### config.mk
export PLATFORM = sky130hd
export DESIGN_NAME = irrx_receiver
export DESIGN_NICKNAME = d
export VERILOG_FILES = /design/src/irrx_pkg.sv /design/src/irrx_noise_filter.sv /design/src/irrx_receiver.sv
export SDC_FILE = /design/constraint.sdc
export NUM_CORES = 1
export LEC_CHECK = 0
export BUFFER_PORTS_ARGS = -buffer_cell sky130_fd_sc_hd__buf_2
export CAP_MARGIN = 20
export CORE_MARGIN = 2
export CORE_UTILIZATION = 45
export DETAILED_ROUTE_END_ITERATION = 10
export SYNTH_ARGS = -nofsm -noshare
export SYNTH_HDL_FRONTEND = slang
export SYNTH_SLANG_ARGS = --single-unit
### constraint.sdc
create_clock -name mclk -period 13.2 [get_ports mclk]
set_clock_uncertainty 0.15 [all_clocks]
set_input_delay 1.32 -clock mclk [delete_from_list [all_inputs] [get_ports mclk]]
set_output_delay 1.32 -clock mclk [all_outputs]
set_load 0.05 [all_outputs]
### src/irrx_pkg.sv
// constants, types and register map of the ir receiver error and noise filter
// assumes a single 200 MHz clock domain and an apb master for software access
package irrx_pkg;

   // =====================================================================
   // register map (byte addresses)
   localparam logic [7:0] ADDR_CTRL   = 8'h00;
   localparam logic [7:0] ADDR_CMP0   = 8'h04;
   localparam logic [7:0] ADDR_SHIFT  = 8'h28;
   localparam logic [7:0] ADDR_BITCNT = 8'h2C;
   localparam logic [7:0] ADDR_DATA   = 8'h30;
   localparam logic [7:0] ADDR_STATUS = 8'h34;
   localparam logic [7:0] ADDR_CLEAR  = 8'h38;
   localparam logic [7:0] ADDR_IEN    = 8'h3C;

   // =====================================================================
   // control fields
   localparam int unsigned CTRL_EN_BIT    = 0;
   localparam int unsigned CTRL_HALVE_BIT = 5;
   localparam int unsigned CTRL_WIDTH_BIT = 6;

   // =====================================================================
   // compare register indices
   localparam int unsigned CMP_GPH_MIN = 0;
   localparam int unsigned CMP_GPH_MAX = 1;
   localparam int unsigned CMP_DL_MIN  = 2;
   localparam int unsigned CMP_DL_MAX  = 3;
   localparam int unsigned CMP_ZH_MIN  = 4;
   localparam int unsigned CMP_ZH_MAX  = 5;
   localparam int unsigned CMP_OH_MIN  = 6;
   localparam int unsigned CMP_OH_MAX  = 7;
   localparam int unsigned CMP_END     = 8;
   localparam int unsigned NUM_CMP     = 9;

   // =====================================================================
   // event bits of status, clear and enable
   localparam int unsigned EV_ERR   = 0;
   localparam int unsigned EV_GUIDE = 1;
   localparam int unsigned EV_FULL  = 2;
   localparam int unsigned EV_END   = 3;
   localparam int unsigned NUM_EV   = 4;

   // =====================================================================
   // widths and reset values
   localparam int unsigned CW         = 8;
   localparam logic [7:0]  CMP_RST    = 8'h00;
   localparam logic [7:0]  CNT_MAX    = 8'hFF;
   localparam logic [3:0]  BITS_FULL  = 4'h7;

   typedef enum logic [2:0] {
      IRRX_IDLE  = 3'b000,
      IRRX_GUIDE = 3'b001,
      IRRX_LOW   = 3'b011,
      IRRX_HIGH  = 3'b010,
      IRRX_ENDW  = 3'b110,
      IRRX_HALT  = 3'b111
   } irrx_state_t;

   typedef struct packed {
      logic width_sel;
      logic halve_sel;
      logic enable;
   } irrx_ctrl_t;

endpackage

### src/irrx_noise_filter.sv
// operation clock divider, op-clock synchroniser and sampling noise filter
// assumes pin_level is already synchronised to mclk by two flip-flops
`timescale 1ns/1ps
module irrx_noise_filter (
   // clock and reset
   input  wire logic mclk,
   input  wire logic rst,
   // configuration
   input  wire logic clock_halve_sel,
   input  wire logic filter_width_sel,
   // input and result
   input  wire logic pin_level,
   output logic      op_tick,
   output logic      filt
);

   logic half_phase;
   logic op_sync;
   logic first_sample;
   logic second_sample;
   logic third_sample;

   // =====================================================================
   // operation clock
   always_ff @(posedge mclk or posedge rst) begin
      if (rst) begin
         half_phase <= 1'b0;
      end else begin
         half_phase <= ~half_phase;
      end
   end

   assign op_tick = ~clock_halve_sel | half_phase;

   // =====================================================================
   // sample chain
   always_ff @(posedge mclk or posedge rst) begin
      if (rst) begin
         op_sync       <= 1'b0;
         first_sample  <= 1'b0;
         second_sample <= 1'b0;
         third_sample  <= 1'b0;
      end else if (op_tick) begin
         op_sync      <= pin_level;
         first_sample <= op_sync;
         if (op_sync && first_sample) begin
            second_sample <= first_sample;
         end else begin
            second_sample <= op_sync;
         end
         if (op_sync == second_sample) begin
            third_sample <= second_sample;
         end
      end
   end

   assign filt = filter_width_sel ? third_sample : second_sample;
endmodule

### src/irrx_receiver.sv
// ir receiver error detection and noise filter with apb register access
// assumes apb master on mclk; ir_input is asynchronous to mclk
`timescale 1ns/1ps
module irrx_receiver (
   // clock and reset
   input  wire logic        mclk,
   input  wire logic        rst,
   // apb slave
   input  wire logic        psel,
   input  wire logic        penable,
   input  wire logic        pwrite,
   input  wire logic [7:0]  paddr,
   input  wire logic [31:0] pwdata,
   output logic [31:0]      prdata,
   output logic             pready,
   output logic             pslverr,
   // remote control pin
   input  wire logic        ir_input,
   // interrupts
   output logic             irq,
   output logic             rx_error_irq
);

   irrx_pkg::irrx_ctrl_t             ctrl;
   irrx_pkg::irrx_state_t            state;
   irrx_pkg::irrx_state_t            next_state;
   logic [irrx_pkg::CW-1:0]          cmp [irrx_pkg::NUM_CMP];
   logic [irrx_pkg::CW-1:0]          cnt;
   logic [irrx_pkg::CW-1:0]          end_cnt;
   logic [7:0]                       rx_shift_reg;
   logic [3:0]                       rx_bit_count_reg;
   logic [7:0]                       rx_data;
   logic [irrx_pkg::NUM_EV-1:0]      status;
   logic [irrx_pkg::NUM_EV-1:0]      ien;
   logic [irrx_pkg::NUM_EV-1:0]      events;
   logic                             pin_meta;
   logic                             pin_sync;
   logic                             op_tick;
   logic                             filt;
   logic                             filt_q;
   logic                             rise;
   logic                             fall;
   logic                             err_armed;
   logic                             err_raw;
   logic                             err_evt;
   logic                             guide_evt;
   logic                             end_evt;
   logic                             bit_evt;
   logic                             bit_val;
   logic                             wr_acc;
   logic                             rd_acc;
   logic                             rd_shift;
   logic                             cmp_hit;
   logic [7:0]                       cmp_idx;

   // =====================================================================
   // pin synchroniser and noise filter
   always_ff @(posedge mclk or posedge rst) begin
      if (rst) begin
         pin_meta <= 1'b0;
         pin_sync <= 1'b0;
      end else begin
         pin_meta <= ir_input;
         pin_sync <= pin_meta;
      end
   end

   irrx_noise_filter u_filter (
      .mclk             (mclk),
      .rst              (rst),
      .clock_halve_sel  (ctrl.halve_sel),
      .filter_width_sel (ctrl.width_sel),
      .pin_level        (pin_sync),
      .op_tick          (op_tick),
      .filt             (filt)
   );

   always_ff @(posedge mclk or posedge rst) begin
      if (rst) begin
         filt_q <= 1'b0;
      end else if (op_tick) begin
         filt_q <= filt;
      end
   end

   assign rise = op_tick & filt & ~filt_q;
   assign fall = op_tick & ~filt & filt_q;

   // =====================================================================
   // apb slave
   assign wr_acc   = psel & penable & pready & pwrite;
   assign rd_acc   = psel & penable & pready & ~pwrite;
   assign rd_shift = rd_acc & (paddr == irrx_pkg::ADDR_SHIFT);
   assign cmp_idx  = 8'((paddr - irrx_pkg::ADDR_CMP0) >> 2);
   assign cmp_hit  = (paddr[1:0] == 2'h0) && (paddr >= irrx_pkg::ADDR_CMP0)
                     && (cmp_idx < 8'(irrx_pkg::NUM_CMP));

   always_ff @(posedge mclk or posedge rst) begin
      if (rst) begin
         pready  <= 1'b0;
         pslverr <= 1'b0;
         prdata  <= 32'h0000_0000;
      end else begin
         pready  <= psel & ~penable & ~pready;
         pslverr <= 1'b0;
         prdata  <= 32'h0000_0000;
         if (psel & ~penable) begin
            unique case (paddr)
               irrx_pkg::ADDR_CTRL: begin
                  prdata[irrx_pkg::CTRL_EN_BIT]    <= ctrl.enable;
                  prdata[irrx_pkg::CTRL_HALVE_BIT] <= ctrl.halve_sel;
                  prdata[irrx_pkg::CTRL_WIDTH_BIT] <= ctrl.width_sel;
               end
               irrx_pkg::ADDR_SHIFT:  prdata[7:0] <= rx_shift_reg;
               irrx_pkg::ADDR_BITCNT: prdata[3:0] <= rx_bit_count_reg;
               irrx_pkg::ADDR_DATA:   prdata[7:0] <= rx_data;
               irrx_pkg::ADDR_STATUS: prdata[irrx_pkg::NUM_EV-1:0] <= status;
               irrx_pkg::ADDR_CLEAR:  prdata <= 32'h0000_0000;
               irrx_pkg::ADDR_IEN:    prdata[irrx_pkg::NUM_EV-1:0] <= ien;
               default: begin
                  if (cmp_hit) begin
                     prdata[irrx_pkg::CW-1:0] <= cmp[cmp_idx[3:0]];
                  end else begin
                     pslverr <= 1'b1;
                  end
               end
            endcase
         end
      end
   end

   // =====================================================================
   // configuration registers
   always_ff @(posedge mclk or posedge rst) begin
      if (rst) begin
         ctrl <= '0;
         ien  <= '0;
         for (int i = 0; i < irrx_pkg::NUM_CMP; i++) begin
            cmp[i] <= irrx_pkg::CMP_RST;
         end
      end else if (wr_acc) begin
         if (paddr == irrx_pkg::ADDR_CTRL) begin
            ctrl.enable    <= pwdata[irrx_pkg::CTRL_EN_BIT];
            ctrl.halve_sel <= pwdata[irrx_pkg::CTRL_HALVE_BIT];
            ctrl.width_sel <= pwdata[irrx_pkg::CTRL_WIDTH_BIT];
         end
         if (paddr == irrx_pkg::ADDR_IEN) begin
            ien <= pwdata[irrx_pkg::NUM_EV-1:0];
         end
         if (cmp_hit) begin
            cmp[cmp_idx[3:0]] <= pwdata[irrx_pkg::CW-1:0];
         end
      end
   end

   // =====================================================================
   // width counters
   always_ff @(posedge mclk or posedge rst) begin
      if (rst) begin
         cnt <= '0;
      end else if (op_tick) begin
         if (rise | fall) begin
            cnt <= '0;
         end else if (cnt != irrx_pkg::CNT_MAX) begin
            cnt <= cnt + 8'h01;
         end
      end
   end

   always_ff @(posedge mclk or posedge rst) begin
      if (rst) begin
         end_cnt <= '0;
      end else if (state != irrx_pkg::IRRX_ENDW) begin
         end_cnt <= '0;
      end else if (op_tick && end_cnt != irrx_pkg::CNT_MAX) begin
         end_cnt <= end_cnt + 8'h01;
      end
   end

   // =====================================================================
   // frame state machine
   always_comb begin
      next_state = state;
      err_raw    = 1'b0;
      guide_evt  = 1'b0;
      end_evt    = 1'b0;
      bit_evt    = 1'b0;
      bit_val    = 1'b0;
      if (!ctrl.enable) begin
         next_state = irrx_pkg::IRRX_IDLE;
      end else if (state == irrx_pkg::IRRX_HALT) begin
         if (rd_shift) begin
            next_state = irrx_pkg::IRRX_IDLE;
         end
      end else if (op_tick) begin
         unique case (state)
            irrx_pkg::IRRX_IDLE: begin
               if (rise) begin
                  next_state = irrx_pkg::IRRX_GUIDE;
               end
            end
            irrx_pkg::IRRX_GUIDE: begin
               if (fall) begin
                  if (cnt >= cmp[irrx_pkg::CMP_GPH_MIN] && cnt < cmp[irrx_pkg::CMP_GPH_MAX]) begin
                     guide_evt  = 1'b1;
                     next_state = irrx_pkg::IRRX_LOW;
                  end else begin
                     next_state = irrx_pkg::IRRX_IDLE;
                  end
               end
            end
            irrx_pkg::IRRX_LOW: begin
               if (rise) begin
                  if (cnt < cmp[irrx_pkg::CMP_DL_MIN]) begin
                     err_raw    = 1'b1;
                     next_state = irrx_pkg::IRRX_GUIDE;
                  end else begin
                     next_state = irrx_pkg::IRRX_HIGH;
                  end
               end else if (cnt >= cmp[irrx_pkg::CMP_DL_MAX]) begin
                  next_state = irrx_pkg::IRRX_ENDW;
               end
            end
            irrx_pkg::IRRX_HIGH: begin
               if (fall) begin
                  next_state = irrx_pkg::IRRX_LOW;
                  if (cnt < cmp[irrx_pkg::CMP_ZH_MIN]) begin
                     err_raw    = 1'b1;
                     next_state = irrx_pkg::IRRX_IDLE;
                  end else if (cnt < cmp[irrx_pkg::CMP_ZH_MAX]) begin
                     bit_evt = 1'b1;
                  end else if (cnt < cmp[irrx_pkg::CMP_OH_MIN]) begin
                     err_raw    = 1'b1;
                     next_state = irrx_pkg::IRRX_IDLE;
                  end else begin
                     bit_evt = 1'b1;
                     bit_val = 1'b1;
                  end
               end else if (cnt >= cmp[irrx_pkg::CMP_OH_MAX]) begin
                  err_raw    = 1'b1;
                  next_state = irrx_pkg::IRRX_IDLE;
               end
            end
            irrx_pkg::IRRX_ENDW: begin
               if (rise) begin
                  err_raw    = 1'b1;
                  next_state = irrx_pkg::IRRX_GUIDE;
               end else if (end_cnt >= cmp[irrx_pkg::CMP_END]) begin
                  end_evt    = 1'b1;
                  next_state = irrx_pkg::IRRX_HALT;
               end
            end
            irrx_pkg::IRRX_HALT: begin
            end
            default: begin
               next_state = irrx_pkg::IRRX_IDLE;
            end
         endcase
      end
   end

   assign err_evt = err_raw & err_armed;

   always_ff @(posedge mclk or posedge rst) begin
      if (rst) begin
         state <= irrx_pkg::IRRX_IDLE;
      end else begin
         state <= next_state;
      end
   end

   always_ff @(posedge mclk or posedge rst) begin
      if (rst) begin
         err_armed <= 1'b0;
      end else if (!ctrl.enable || err_evt) begin
         err_armed <= 1'b0;
      end else if (guide_evt) begin
         err_armed <= 1'b1;
      end
   end

   // =====================================================================
   // shift, bit count and data registers
   always_ff @(posedge mclk or posedge rst) begin
      if (rst) begin
         rx_shift_reg     <= 8'h00;
         rx_bit_count_reg <= 4'h0;
         rx_data          <= 8'h00;
      end else if (!ctrl.enable || err_evt || rd_shift) begin
         rx_shift_reg     <= 8'h00;
         rx_bit_count_reg <= 4'h0;
      end else if (bit_evt) begin
         if (rx_bit_count_reg == irrx_pkg::BITS_FULL) begin
            rx_data          <= {bit_val, rx_shift_reg[7:1]};
            rx_shift_reg     <= 8'h00;
            rx_bit_count_reg <= 4'h0;
         end else begin
            rx_shift_reg     <= {bit_val, rx_shift_reg[7:1]};
            rx_bit_count_reg <= rx_bit_count_reg + 4'h1;
         end
      end
   end

   // =====================================================================
   // interrupt status, clear and enable
   assign events[irrx_pkg::EV_ERR]   = err_evt;
   assign events[irrx_pkg::EV_GUIDE] = guide_evt;
   assign events[irrx_pkg::EV_FULL]  = bit_evt && rx_bit_count_reg == irrx_pkg::BITS_FULL
                                       && ctrl.enable && !err_evt && !rd_shift;
   assign events[irrx_pkg::EV_END]   = end_evt;

   always_ff @(posedge mclk or posedge rst) begin
      if (rst) begin
         status <= '0;
      end else begin
         for (int i = 0; i < irrx_pkg::NUM_EV; i++) begin
            if (events[i]) begin
               status[i] <= 1'b1;
            end else if (wr_acc && paddr == irrx_pkg::ADDR_CLEAR && pwdata[i]) begin
               status[i] <= 1'b0;
            end
         end
      end
   end

   always_ff @(posedge mclk or posedge rst) begin
      if (rst) begin
         irq          <= 1'b0;
         rx_error_irq <= 1'b0;
      end else begin
         irq          <= |(status & ien);
         rx_error_irq <= err_evt;
      end
   end
endmodule

---- After elaboration in Yosys (flattened, before gate mapping) ----
Cells that the tools add are included.
word-level totals
  register bits ........................... 167
  input bits .............................. 46
  output and inout port bits .............. 36
  word-level logic and storage cells ...... 239
cells by class
  $add $sub $neg .......................... 4
  order comparisons ....................... 13
  equal/unequal tests ..................... 23
  mux-type cells .......................... 95
  bitwise logic cells ..................... 24
  reduce and logical (&&, ||, !) cells .... 43
operators by type and width
  cell                                                                    number
  8-bit 2-to-1 mux                                                        12
  72-bit bitwise mux                                                      1
  1-bit 2-to-1 mux                                                        53
  8-bit by 6-bit == test with 1-bit output (second input constant)        6
  8-bit < comparator                                                      5
  3-bit 2-to-1 mux                                                        12
  8-bit binary-select mux with 4-bit select                               1
  8-bit demux with 4-bit select                                           1
  8-bit >= comparator                                                     4
  3-bit case mux with 6 select lines                                      1
  8-bit by 1-bit adder with 8-bit output (second input constant)          2
  8-bit != test (second input constant)                                   2
  2-bit nonzero test                                                      8
  1-bit logical AND                                                       15
  5-bit != test (second input constant)                                   3
  3-bit case mux with 5 select lines                                      1
  1-bit bitwise AND                                                       12
  4-bit 2-to-1 mux                                                        3
  2-bit 2-to-1 mux                                                        5
  2-bit AND reduction                                                     5
  1-bit case mux with 3 select lines                                      3
  8-bit by 3-bit >= comparator with 1-bit output (second input constant)  1
  8-bit logical NOT                                                       1
  4-bit != test (second input constant)                                   2
  28 further kinds                                                        43

---- Logic depth before layout (Yosys ltp) ----
  depth in word-level cells ............... 14
  depth in mapped cells ................... 13
  mapped depth without buffers ............ 9

---- By module ----
Synthesis repeated with hierarchy kept, for this count alone.
second synthesis, totals
  cells, all modules ...................... 913
  area total of the unflattened synthesis .. 8667.1 um^2
modules (own cells, without submodules)
  module             times used  cells each  area each (um^2)  sequential area each (um^2)
  irrx_receiver      1           895         8486.9            3453.3
  irrx_noise_filter  1           18          180.2             100.1

---- Least setup slack after synthesis ----
OpenSTA, ideal clock, no wires.
  path kind ............................... in2reg
  start ................................... in paddr[2]
  end ..................................... reg cmp[40] (netlist bit)
  setup time .............................. 0.125 ns
  arrival ................................. 3.974 ns
  data required time ...................... 12.925 ns
  path slack .............................. 8.951 ns
  stages .................................. 12
  buffers on the path ..................... 3
  cell sequence ........................... buf_6 buf_1 inv_1 ha_1 clkbuf_2 xnor2_2 nand2_1 a211oi_2 nand3_2 nor3_4 nand2_4 mux2_4
between the ends
  longest elaborated chain between the ends .. 7
  elaborated cells on any way between the ends .. 13
  those cells by class .................... add/sub: 1; order compare: 4; mux: 3; bitwise: 1; reduce/logical: 4
RTL lines
  element                                                                                                     RTL line              RTL
  from (decl)                                                                                                 irrx_receiver.sv:12   input wire logic [7:0] paddr,
  8-bit by 3-bit subtractor with 8-bit output                                                                 irrx_receiver.sv:94   assign cmp_idx = 8'((paddr - irrx_pkg::ADDR_CMP0) >> 2);
  4-bit NOT with 5-bit output (not written as such)                                                           irrx_receiver.sv:151  cmp[cmp_idx[3:0]] <= pwdata[irrx_pkg::CW-1:0];
  5-bit >= comparator (not written as such) or 5-bit by 1-bit < comparator with 1-bit output (tied branches)  irrx_receiver.sv:151
  1-bit logical AND (not written as such)                                                                     irrx_receiver.sv:151
  8-bit 2-to-1 mux (not written as such)                                                                      irrx_receiver.sv:151
  8-bit demux with 4-bit select                                                                               irrx_receiver.sv:151
  72-bit bitwise mux                                                                                          irrx_receiver.sv:151
  to (signal, indexed assignment)                                                                             irrx_receiver.sv:139  cmp[i] <= irrx_pkg::CMP_RST;
  to (signal, indexed assignment)                                                                             irrx_receiver.sv:151
  to (decl)                                                                                                   irrx_receiver.sv:27   logic [irrx_pkg::CW-1:0] cmp [irrx_pkg::NUM_CMP];
Parallel ways exist; a longest one is shown, timed or not.
A chain may end at the register's enable or synchronous reset.

---- Worst setup path after layout ----
  start ................................... in paddr[2]
  end ..................................... reg prdata[4]
between the ends
  longest elaborated chain between the ends .. 8
  elaborated cells on any way between the ends .. 20
  those cells by class .................... add/sub: 1; order compare: 2; eq/ne: 6; mux: 6; bitwise: 1; reduce/logical: 4
RTL lines
  element                                              RTL line              RTL
  8-bit by 3-bit subtractor with 8-bit output          irrx_receiver.sv:94
  4-bit NOT with 5-bit output (not written as such)    irrx_receiver.sv:122  prdata[irrx_pkg::CW-1:0] <= cmp[cmp_idx[3:0]];
  8-bit binary-select mux with 4-bit select            irrx_receiver.sv:122
  8-bit 2-to-1 mux (not written as such) (2 in a row)  irrx_receiver.sv:122
  8-bit 2-to-1 mux                                     irrx_receiver.sv:121  if (cmp_hit) begin
  1-bit case mux with 3 select lines (*)               irrx_receiver.sv:108  unique case (paddr)
  8-bit 2-to-1 mux (*)                                 irrx_receiver.sv:107  if (psel & ~penable) begin
  to (signal, indexed assignment)                      irrx_receiver.sv:110  prdata[irrx_pkg::CTRL_EN_BIT] <= ctrl.enable;
  to (signal, indexed assignment)                      irrx_receiver.sv:111  prdata[irrx_pkg::CTRL_HALVE_BIT] <= ctrl.halve_sel;
  to (signal, indexed assignment)                      irrx_receiver.sv:122
  to (decl)                                            irrx_receiver.sv:14   output logic [31:0] prdata,
Every way passes the cells marked *; elsewhere a longest branch is shown, timed or not. The select of a mux whose other input is x is not followed.

==> flow_metrics.py <==
metrics = {
    "min_path": {
        "min-delay-start": "pin_meta",
        "hold_path_depth": 0,
        "hold_class": "flop to flop",
        "hold_path_end": "pin_sync",
    },
    "grt": {
        "grt_max_degree": 76,
        "grt_pass1_vias": 6355,
        "grt_pass1_wl_um": 35160,
        "overflow": 0,
        "track_usage": 0.2224,
        "grt_antenna_before_repair": 0,
    },
    "sta": {
        "report.final.setup_viol": 0,
        "max_slew_margin": 0.2964,
        "rsz0062_at_grt": "false",
        "fin_tns_setup_ns": 0,
        "slew_viol_final": 0,
        "layout_setup_ws_ns": 8.732,
        "fin_hold_ws_ns": 0.2049,
        "max_freq_ghz": 0.2238,
        "hold_viol_final": 0,
        "finalCriticalPeriod_ns": 4.468,
        "fin_crit_sh": 0.3385,
        "tightest_slew_ns": 1.055,
    },
    "synth": {
        "yosys.area_share.simple": 0.1294,
        "yosys.area_share.adder": 0.1066,
        "netlist_top_cells_area": "dfrtp_1 40%, ha_1 11%, mux2_2 6.6%",
        "yosysMostFrequentCell": "dfrtp_1",
        "synthTopCellsByCount": "142 x dfrtp_1, 77 x inv_1, 76 x ha_1",
        "ys_seq_area_frac": 0.3982,
        "yosys.area.top_type": "dfrtp_1",
        "synth-edff-count": 0,
        "syn-cell-area_mm2": 0.008924,
        "synth_top_cell_area_share": 0.3982,
        "yosysWarnings": 0,
        "synthArstFlopShare": 1.000,
        "yosys_most_used_dff": "dfrtp_1",
        "synth_compound_area_frac": 0.1147,
        "syn_area_per_cell_um2": 10.62,
        "syn_inst": 840,
        "yosys.area_share.xor_xnor": 0.01640,
        "synth_top_family_by_area": "multiplexers",
        "synth_seq_cells": 142,
        "muxShareOfSynthArea": 0.1657,
        "yosysUniqueCellTypes": 80,
    },
    "power": {
        "p_per_area_mw_per_mm2": 106.8,
        "peakVddDrop_v": 0.00008186,
        "p_leak_nw": 4.697,
    },
    "worst_setup_path": {
        "reg2reg_depth": 8,
        "crit_type": "primary input to flop",
        "critPathLaunchType": "primary input",
        "r2r_start": "cnt[6]",
        "cp_data_required_time_ns": 13.33,
        "critPathMaxFanout": 23,
        "endpoint_kind": "flop",
        "cp_data_arrival_time_ns": 4.60,
        "ff2ff_setup_slack_ns": 9.70,
        "worst_r2r_endpoint": "rx_bit_count_reg[3]",
    },
    "route": {
        "wirelength_um": 21580,
        "dr.pass1.iters": 6,
        "wl_per_cell_um": 18.94,
        "ant_nets": 0,
        "viasPerCell": 5.547,
        "drtIter0Drc": 346,
        "num_vias": 6318,
        "drc": 0,
    },
    "clocking": {
        "cts_resized": 0,
        "holdBufCountCts": 0,
        "cts_tree": "done",
        "postCtsSetupBuffers": 0,
        "path_clk_slew_ns": 0.06,
        "clockBufferDepth": 2,
        "cts-root-buf": "clkbuf_16",
        "htree_num_levels": 4,
        "clk_latency_ns": 0.43,
        "clkSinkCount": 142,
        "cts_buffers": 17,
    },
    "die": {
        "dieWidth_um": 144.8,
        "start_util": 0.4585,
        "rows": 51,
        "core_mm2": 0.01946,
        "dieArea_mm2": 0.02097,
        "fp.dieH_um": 144.8,
        "pin_count": 82,
    },
    "placed_design": {
        "gp_congestion": 0.8592,
        "dp_hpwl_um": 15660,
        "port_buffers": 33,
        "pre_cts_slack_ns": 8.298,
    },
    "finish": {
        "top_register": "cmp",
        "num-fill-cells": 1767,
        "layout-drive-gt1-share": 0.2059,
        "fin_nets": 983,
        "synthToLayoutAreaGrowth_pct": 9.661,
        "largest_reg_flops": 72,
        "num_antenna_cells": 0,
    },
    "run_status": {
        "status": "complete, no violations",
    },
    "job": {
        "cap_violations": 0,
    },
}
==> cell usage in the layout (no fill, tap or decap), types with 4 or more instances in the layout <==
cell,n
dfrtp_1,142
inv_1,76
ha_1,76
nand2_1,67
mux2_2,52
o21ai_0,42
nor2_1,40
buf_2,33
a21oi_1,29
conb_1,24
mux2_4,20
nand4_1,17
clkbuf_16,17
nand3_1,16
mux4_2,16
mux2i_1,12
nand2b_1,11
nor3_1,11
xor2_1,10
mux2_1,10
a22oi_1,9
nand2_4,8
a21o_1,8
a31oi_1,7
a211oi_1,7
o211ai_1,7
and3_1,7
nor2b_1,5
or3_1,5
and2_1,5
a222oi_1,5
inv_6,4
clkinvlp_4,4
==> report_power, final <==
group | switching (mW) | internal, mW | leakage, nW
registers | 0.00867 | 0.439 | 1.92
clock network | 0.194 | 0.284 | 0.273
logic | 0.0814 | 0.0368 | 2.50
total | 0.284 | 0.761 | 4.70
==> worst max path at each step <==
stage                     slack, ns  startpoint         to
after detailed placement       8.30    paddr[2]  prdata[4]
after CTS                      8.73    paddr[2]  prdata[4]
after global routing           8.56    paddr[2]  prdata[4]
final                          8.73    paddr[2]  prdata[4]
after floorplan                7.92         rst     cmp[0]
after global placement         8.38    paddr[2]  prdata[4]
==> layer usage <==
layer | routed length (um) | global-route usage
met5 | 0 | 0
met4 | 332 | 0.07103
met3 | 610 | 0.02929
met2 | 10150 | 0.3627
met1 | 10490 | 0.3085
==> metrics by stage <==
stage	cells	instance area (um2)	utilization	power (mW)
6_report	1139	9786	0.5028	1.045
5_1_grt	1139	9786	0.5028	1.086
4_1_cts	1139	9786	0.5028	1.054
3_5_place_dp	1107	9204	0.4729	0.5737
3_3_place_gp	1107	9204	0.4729	0.5725
2_1_floorplan	863	9010	-	0.5451
==> worst max-delay path, stage by stage <==
cell and delay, ns:
buf_2 0.56, inv_1 0.19, ha_1 1.04, mux4_2 0.60
mux2i_1 0.26, o21ai_0 0.17, a222oi_1 0.34, nor2_1 0.10
==> area by class of cell <==
class | instances | area (um2) | area share
Multi-Input combinational cell | 588 | 4845 | 0.4951
Clock buffer | 20 | 446.7 | 0.04565
Sequential cell | 142 | 3553 | 0.3631
Inverter | 77 | 294.0 | 0.03005
Clock inverter | 12 | 135.1 | 0.01381
Tap cell | 265 | 331.6 | 0.03388
Timing Repair Buffer | 35 | 180.2 | 0.01841
==> cell families (layout without fill, tap and decap cells) <==
kind of cell               after synthesis  after routing
and+or+nand+nor                        214            214
AOI/OAI and AO/OA                      149            149
DFF                                    142            142
buffers and inverters                  133            144
muxes                                  110            110
adders and majority gates               76             76
xor gates and xnor gates                15             15
other                                    1             24
Power figures use the tool's default switching activity.
